==> src/bcc_pkg.sv <==
// Constants and carrier types for the BCD clock calendar counter
package bcc_pkg;
    // ************************************************************
    // Register offsets
    // ************************************************************
    localparam logic [7:0] OFF_SECONDS = 8'h10;
    localparam logic [7:0] OFF_MINUTES = 8'h11;
    localparam logic [7:0] OFF_HOURS   = 8'h12;
    localparam logic [7:0] OFF_WEEKDAY = 8'h13;
    localparam logic [7:0] OFF_DATE    = 8'h14;
    localparam logic [7:0] OFF_MONTH   = 8'h15;
    localparam logic [7:0] OFF_YEAR    = 8'h16;

    // ************************************************************
    // Reset values and counting limits
    // ************************************************************
    localparam logic [7:0] RST_SECONDS = 8'h00;
    localparam logic [7:0] RST_MINUTES = 8'h00;
    localparam logic [7:0] RST_HOURS   = 8'h00;
    localparam logic [6:0] RST_WEEKDAY = 7'h01;
    localparam logic [7:0] RST_DATE    = 8'h01;
    localparam logic [7:0] RST_MONTH   = 8'h01;
    localparam logic [7:0] RST_YEAR    = 8'h00;
    localparam logic [7:0] MAX_SEC_MIN = 8'h59;
    localparam logic [7:0] MAX_HOURS   = 8'h23;
    localparam logic [7:0] MAX_MONTH   = 8'h12;
    localparam logic [7:0] MAX_YEAR    = 8'h99;
    localparam logic [7:0] DAYS_31     = 8'h31;
    localparam logic [7:0] DAYS_30     = 8'h30;
    localparam logic [7:0] DAYS_29     = 8'h29;
    localparam logic [7:0] DAYS_28     = 8'h28;
    localparam logic [7:0] MONTH_FEB   = 8'h02;
    localparam logic [7:0] MONTH_APR   = 8'h04;
    localparam logic [7:0] MONTH_JUN   = 8'h06;
    localparam logic [7:0] MONTH_SEP   = 8'h09;
    localparam logic [7:0] MONTH_NOV   = 8'h11;
    localparam logic [6:0] WEEK_LAST   = 7'h40;

    // ************************************************************
    // Timing
    // ************************************************************
    localparam int CLK_HZ       = 50000000;
    localparam int PRESCALE_HZ  = 512;
    localparam int TICK512_DIV  = CLK_HZ / PRESCALE_HZ;
    localparam int SUBSEC_STAGES = 9;

    // ************************************************************
    // Carriers
    // ************************************************************
    typedef struct packed {
        logic       wr;
        logic [7:0] addr;
        logic [7:0] wdata;
    } bcc_req_t;

    typedef struct packed {
        logic [7:0] seconds;
        logic [7:0] minutes;
        logic [7:0] hours;
        logic [6:0] weekday;
        logic [7:0] date;
        logic [7:0] month;
        logic [7:0] year;
    } bcc_time_t;
endpackage

==> src/bcc_counter.sv <==
// Seconds to year BCD clock calendar counter with access hold
`timescale 1ns/1ps
`default_nettype none

// What this block does
// - Carries are withheld during a host access and applied when it ends.
// - Seconds and minutes count BCD 00 to 59, carrying upward on wrap.
// - Writing seconds clears the 512 Hz to 1 Hz prescaler stages.
// - Hours count BCD 00 to 23, advancing on minutes carry.
// - Weekday one-hot bits 0..6 rotate left per hours carry, 40h to 01h.
// - Weekday gives no carry and is independent of the calendar.
// - Date counts 1 to month length: 31, 30, 28 or leap 29.
// - Month counts BCD 1 to 12, advancing on date carry.
// - Year counts BCD 00 to 99, advancing on month carry.
// - Device itself decides leap years for February length.
// - Stop bit set halts every time and calendar count; host register writes still take effect.
module bcc_counter #(
    parameter int TICK_DIV = bcc_pkg::TICK512_DIV
) (
    // Clock and reset
    input  wire logic             clk_i,
    input  wire logic             resetn_i,
    input  wire logic             ce_i,
    // Host register access
    input  wire logic             access_active_i,
    input  wire logic             req_valid_i,
    input  wire bcc_pkg::bcc_req_t req_i,
    // Control
    input  wire logic             stop_i,
    // Register outputs
    output logic [7:0]            rdata_o,
    output logic                  rvalid_o,
    output bcc_pkg::bcc_time_t    time_o,
    output logic                  tick_1hz_o
);

    // ************************************************************
    // Prescaler: clock to 512 Hz, then nine binary stages to 1 Hz
    // ************************************************************
    logic [31:0] div_cnt;
    logic [8:0]  subsec;
    logic        pending;
    logic [7:0]  sec, min, hr, dt, mon, yr;
    logic [6:0]  wk;

    wire wr_en   = ce_i && req_valid_i && req_i.wr;
    wire rd_en   = ce_i && req_valid_i && !req_i.wr;
    wire wr_sec  = wr_en && (req_i.addr == bcc_pkg::OFF_SECONDS);
    wire wr_min  = wr_en && (req_i.addr == bcc_pkg::OFF_MINUTES);
    wire wr_hr   = wr_en && (req_i.addr == bcc_pkg::OFF_HOURS);
    wire wr_wk   = wr_en && (req_i.addr == bcc_pkg::OFF_WEEKDAY);
    wire wr_dt   = wr_en && (req_i.addr == bcc_pkg::OFF_DATE);
    wire wr_mon  = wr_en && (req_i.addr == bcc_pkg::OFF_MONTH);
    wire wr_yr   = wr_en && (req_i.addr == bcc_pkg::OFF_YEAR);

    wire tick512 = (div_cnt == 32'(TICK_DIV - 1));
    wire sec_due = tick512 && (subsec == 9'h1FF);

    // Halting also stops the prescaler so no second is lost on resume
    wire run     = ce_i && !stop_i;

    always_ff @(posedge clk_i or negedge resetn_i) begin
        if (!resetn_i) begin
            div_cnt <= 32'h0;
            subsec  <= 9'h000;
        end else if (ce_i && wr_sec) begin
            div_cnt <= 32'h0;
            subsec  <= 9'h000;
        end else if (run) begin
            div_cnt <= tick512 ? 32'h0 : div_cnt + 32'h1;
            if (tick512) begin
                subsec <= subsec + 9'h001;
            end
        end
    end

    // ************************************************************
    // Pending carry held while the host is in a transaction
    // ************************************************************
    // A seconds write restarts the second, so a carry due then is dropped
    wire apply = run && !access_active_i && !wr_sec &&
                 (pending || sec_due);

    always_ff @(posedge clk_i or negedge resetn_i) begin
        if (!resetn_i) begin
            pending <= 1'b0;
        end else if (ce_i) begin
            if (wr_sec) begin
                pending <= 1'b0;
            end else if (run && access_active_i && sec_due) begin
                pending <= 1'b1;
            end else if (apply) begin
                pending <= 1'b0;
            end
        end
    end

    // ************************************************************
    // BCD increment chain
    // ************************************************************
    function automatic logic [7:0] bcd_inc(input logic [7:0] v);
        bcd_inc = (v[3:0] == 4'h9) ? {v[7:4] + 4'h1, 4'h0}
                                   : {v[7:4], v[3:0] + 4'h1};
    endfunction

    // Year tens digit even and units 0,4,8 or odd and 2,6 means div by 4
    wire leap = yr[4] ? (yr[3:0] == 4'h2 || yr[3:0] == 4'h6)
                      : (yr[3:0] == 4'h0 || yr[3:0] == 4'h4 ||
                         yr[3:0] == 4'h8);

    wire short_mon = (mon == bcc_pkg::MONTH_APR) ||
                     (mon == bcc_pkg::MONTH_JUN) ||
                     (mon == bcc_pkg::MONTH_SEP) ||
                     (mon == bcc_pkg::MONTH_NOV);
    wire [7:0] mon_len = (mon == bcc_pkg::MONTH_FEB)
                       ? (leap ? bcc_pkg::DAYS_29 : bcc_pkg::DAYS_28)
                       : (short_mon ? bcc_pkg::DAYS_30
                                    : bcc_pkg::DAYS_31);

    wire c_sec = apply;
    wire c_min = c_sec && (sec == bcc_pkg::MAX_SEC_MIN);
    wire c_hr  = c_min && (min == bcc_pkg::MAX_SEC_MIN);
    wire c_day = c_hr  && (hr  == bcc_pkg::MAX_HOURS);
    wire c_mon = c_day && (dt  == mon_len);
    wire c_yr  = c_mon && (mon == bcc_pkg::MAX_MONTH);

    wire [7:0] next_sec = (sec == bcc_pkg::MAX_SEC_MIN) ? 8'h00
                                                        : bcd_inc(sec);
    wire [7:0] next_min = (min == bcc_pkg::MAX_SEC_MIN) ? 8'h00
                                                        : bcd_inc(min);
    wire [7:0] next_hr  = (hr == bcc_pkg::MAX_HOURS) ? 8'h00
                                                     : bcd_inc(hr);
    wire [7:0] next_dt  = (dt == mon_len) ? 8'h01 : bcd_inc(dt);
    wire [7:0] next_mon = (mon == bcc_pkg::MAX_MONTH) ? 8'h01
                                                      : bcd_inc(mon);
    wire [7:0] next_yr  = (yr == bcc_pkg::MAX_YEAR) ? 8'h00
                                                    : bcd_inc(yr);
    // Weekday feeds nothing further up the chain
    wire [6:0] next_wk  = (wk == bcc_pkg::WEEK_LAST) ? 7'h01
                                                     : {wk[5:0], 1'b0};

    always_ff @(posedge clk_i or negedge resetn_i) begin
        if (!resetn_i) begin
            sec <= bcc_pkg::RST_SECONDS;
            min <= bcc_pkg::RST_MINUTES;
            hr  <= bcc_pkg::RST_HOURS;
            wk  <= bcc_pkg::RST_WEEKDAY;
            dt  <= bcc_pkg::RST_DATE;
            mon <= bcc_pkg::RST_MONTH;
            yr  <= bcc_pkg::RST_YEAR;
        end else if (ce_i) begin
            if (wr_sec) sec <= req_i.wdata;
            else if (c_sec) sec <= next_sec;
            if (wr_min) min <= req_i.wdata;
            else if (c_min) min <= next_min;
            if (wr_hr) hr <= req_i.wdata;
            else if (c_hr) hr <= next_hr;
            if (wr_wk) wk <= req_i.wdata[6:0];
            else if (c_day) wk <= next_wk;
            if (wr_dt) dt <= req_i.wdata;
            else if (c_day) dt <= next_dt;
            if (wr_mon) mon <= req_i.wdata;
            else if (c_mon) mon <= next_mon;
            if (wr_yr) yr <= req_i.wdata;
            else if (c_yr) yr <= next_yr;
        end
    end

    // ************************************************************
    // Read path and mirrors
    // ************************************************************
    wire [7:0] rd_mux = (req_i.addr == bcc_pkg::OFF_SECONDS) ? sec :
                        (req_i.addr == bcc_pkg::OFF_MINUTES) ? min :
                        (req_i.addr == bcc_pkg::OFF_HOURS)   ? hr  :
                        (req_i.addr == bcc_pkg::OFF_WEEKDAY) ? {1'b0, wk} :
                        (req_i.addr == bcc_pkg::OFF_DATE)    ? dt  :
                        (req_i.addr == bcc_pkg::OFF_MONTH)   ? mon :
                        (req_i.addr == bcc_pkg::OFF_YEAR)    ? yr  : 8'h00;

    always_ff @(posedge clk_i or negedge resetn_i) begin
        if (!resetn_i) begin
            rdata_o    <= 8'h00;
            rvalid_o   <= 1'b0;
            time_o     <= '{bcc_pkg::RST_SECONDS, bcc_pkg::RST_MINUTES,
                            bcc_pkg::RST_HOURS, bcc_pkg::RST_WEEKDAY,
                            bcc_pkg::RST_DATE, bcc_pkg::RST_MONTH,
                            bcc_pkg::RST_YEAR};
            tick_1hz_o <= 1'b0;
        end else if (ce_i) begin
            rvalid_o   <= rd_en;
            if (rd_en) rdata_o <= rd_mux;
            time_o     <= '{sec, min, hr, wk, dt, mon, yr};
            tick_1hz_o <= apply;
        end
    end

endmodule

`default_nettype wire

==> config.mk <==
export PLATFORM = sky130hd
export DESIGN_NAME = bcc_counter
export DESIGN_NICKNAME = d
export VERILOG_FILES = /design/src/bcc_pkg.sv /design/src/bcc_counter.sv
export SDC_FILE = /design/constraint.sdc
export NUM_CORES = 1
export LEC_CHECK = 0
export BUFFER_PORTS_ARGS = -buffer_cell sky130_fd_sc_hd__buf_2
export CAP_MARGIN = 20
export CORE_MARGIN = 2
export CORE_UTILIZATION = 60
export DETAILED_ROUTE_END_ITERATION = 6
export PLACE_DENSITY = 0.81
export SETUP_SLACK_MARGIN = 0.3
export SYNTH_ARGS = -nofsm -noshare
export SYNTH_HDL_FRONTEND = slang
export SYNTH_SLANG_ARGS = --single-unit
==> constraint.sdc <==
create_clock -name clk_i -period 3.4 [get_ports clk_i]
set_clock_uncertainty 0.1 [all_clocks]
set_input_delay 0.17 -clock clk_i [delete_from_list [all_inputs] [get_ports clk_i]]
set_output_delay 0.17 -clock clk_i [all_outputs]
set_load 0.05 [all_outputs]
==> impl_metrics.ini <==
[logic_synthesis]
synth.avg_cell_area_um2 = 9.33
synth_warnings = 0
synth_largest_area_cell = dfrtp_1
ys_ff_latch = 162
async_reset_ff_share_pct = 100
synth_nets = 993
synth_edf_count = 0
synth.distinct_cells = 66
ys_seq_area_share_pct = 45.9
synth_top_area_share_pct = 44.1
yosysMostFrequentCell = dfrtp_1
synth_area_leaders = dfrtp_1 (44%), mux2_2 (7.9%), o21ai_0 (4.6%), nand2_1 (4.3%), nor2_1 (4.2%)
synthCells = 949
synth_common_cells = dfrtp_1 (156), nand2_1 (102), nor2_1 (100)
netlist_area_mm2 = 0.00886
synth_flop_cell = dfrtp_1

[timing]
maxSlewViolCount = 0
hold_viol = 0
setup_violations = 0
worst_pin_slew_ns = 1.10
fin_tns_setup_ns = 0
min_period_ns = 3.08
slew_headroom_pct = 26.1
timing.fmax_mhz = 325
fin_crit_sh_pct = 90.6
grt_setup_unrepaired = yes

[clock_tree]
cts_buffers = 17
cts_buffer_depth = 2
cts_tree = built
path_clk_slew_ns = 0.06
clk-insertion-delay-late_ns = 0.44
cts_root_buffer = clkbuf_16
h-tree-depth = 4
cts_num_sinks = 162

[layout]
finish.utilization_pct = 71.3
final-instance-count-excl-fill = 1242
largest_register = time_o
area_growth_syn_to_layout_pct = 16.6
stdcell_area_mm2 = 0.0103
drive_gt1_share_pct = 22.9
nets = 1088
largest_registers = time_o (55), div_cnt (32), subsec (9)
fillerInstances = 1051
largest_reg_flops = 55

[detailed_routing]
highest_layer = met4
post_drt_wl_per_cell_um = 19.3
drt_iter0_drc = 888
routed_wl_um = 23900
route.met3.wl_um = 1900
vias = 7762
wl_met1_um = 10100
vias_per_cell = 6.25
ant_nets = 0
firstDrtPassIters = 6
dr_wl_met2_um = 11200
post-route-drc-count = 0

[worst_setup_path]
cp_data_arrival_time_ns = 3.34
worstPathMaxFanout = 8
startpoint_type = flip-flop
endpoint_kind = flip-flop
path_class = reg -> reg
required_ns = 3.66

[power]
internal_power_w = 0.00343
pwr-share-comb_pct = 7.9
vdd_drop_max_mv = 0.367
swShare_pct = 24.3
p_switching_w = 0.00110
clockPowerShare_pct = 46.7
p_leak_nw = 4.71
power_density_mw_per_mm2 = 439
p_seq_share_pct = 45.4

[placed_design]
dpl-instance-area_mm2 = 0.00953
place.gp.congestion = 0.907
port_buffers = 87
place_hpwl_um = 16500
placed_cells = 1202

[status]
outcome = complete, no violations

[floorplan]
io-pin-count = 88
initial_utilization_pct = 61.2
die_w_um = 125
core-area_mm2 = 0.0145
rows = 44
die_h_um = 125
dieArea_mm2 = 0.0157

[global_routing]
antenna_found_initial = 1
grt_pass1_vias = 7281
grt_max_degree = 87
overflow = 0
grt_pass1_wl_um = 38600
track_usage_pct = 31.0

[job]
max-cap-violations = 0

[hold_path]
min_path_type = in -> reg
[cell type report]
cell class	instances	area (um^2)	area share, %
antenna	1	2.50	0.0242
clock buffer	22	494	4.79
clock inverter	10	170	1.65
inverter	28	105	1.02
multi-input combinational	716	4560	44.2
sequential	162	4070	39.4
tap	184	230	2.23
timing repair buffer	119	692	6.70
[cell usage in the layout (no fill, tap or decap), drive strengths merged, types with 5 or more instances in the layout]
cell	n
nand4	25
nand2	102
mux2i	17
mux2	62
dfstp	6
nand3b	8
buf	115
xor2	11
dfrtp	156
o211ai	5
nand3	40
a21o	5
and3	9
ha	21
o22ai	15
inv	30
o31ai	8
nor4	13
nor2	100
xnor2	11
a31oi	22
a211oi	10
nor2b	10
a21oi	45
nor3b	5
o21ai	83
clkbuf	22
or3	16
nand2b	7
nor3	23
[kinds of logic (layout without fill, tap and decap cells)]
logic type | count (synthesis) | in the layout | share of synthesized area, %
simple gates | 388 | 388 | 22.2
flops | 162 | 162 | 45.9
compound gates | 206 | 206 | 13.7
buf+inv | 71 | 179 | 3.24
other cells | 0 | 1 | 0
mux | 79 | 79 | 9.80
fa+ha+maj | 21 | 21 | 2.97
xor+xnor | 22 | 22 | 2.18
[stage by stage]
| stage | power, W | setup WS (ns) | hold WS [ns] |
|---|---|---|---|
| after floorplan | 0.00229 | 0.409 | -0.226 |
| after global placement | 0.00243 | 0.348 | 0.183 |
| after detailed placement | 0.00244 | 0.284 | 0.182 |
| after CTS | 0.00455 | 0.320 | 0.00337 |
| after global routing | 0.00467 | 0.237 | 0.0319 |
| final | 0.00453 | 0.320 | 0.0174 |
[repair_timing]
action                                  4_1_cts  5_1_grt
pin swaps                                     0        3
endpoints found under the setup margin        1        9
hold buffers                                  4        0
buffers inserted                              0        3
gates cloned                                  0        0
resized for setup                             2       13
endpoints found under the hold margin        86        0
[worst paths after layout]
path                            start          to  slack, ns  cells after the start
setup / recovery               mon[3]       yr[6]       0.32                      7
min in group asynchronous    resetn_i  rdata_o[0]       0.26                      2
hold / removal               req_i[4]      min[4]       0.02                      3
hold reg to reg            rdata_o[3]  rdata_o[3]       0.38                      2
max in group asynchronous    resetn_i  time_o[16]       2.06                      3
setup reg to reg               mon[3]       yr[6]       0.32                      7
[worst max-delay path, cell delays in order (launching register included)]
cell,delay [ns]
dfrtp_2,0.46
nor4b_4,0.35
nand3_1,0.14
mux2i_1,0.26
or4b_4,0.51
a2111o_1,0.51
or4_1,0.49
a31oi_1,0.18
[power groups by stage]
stage / combinational [W] / sequential [W] / clock (W)
floorplan: 0.000155 / 0.00213 / 0
global placement: 0.000345 / 0.00209 / 0
detailed placement: 0.000348 / 0.00209 / 0
CTS: 0.000353 / 0.00206 / 0.00214
global route: 0.000388 / 0.00207 / 0.00221
finish: 0.000356 / 0.00206 / 0.00212
[layer usage]
layer	track usage, %	up-vias
met5	0	-
met4	11.6	0
met3	5.18	57
met2	48.6	358
met1	43.6	3714
li1	-	3633
Power figures use the tool's default switching activity.
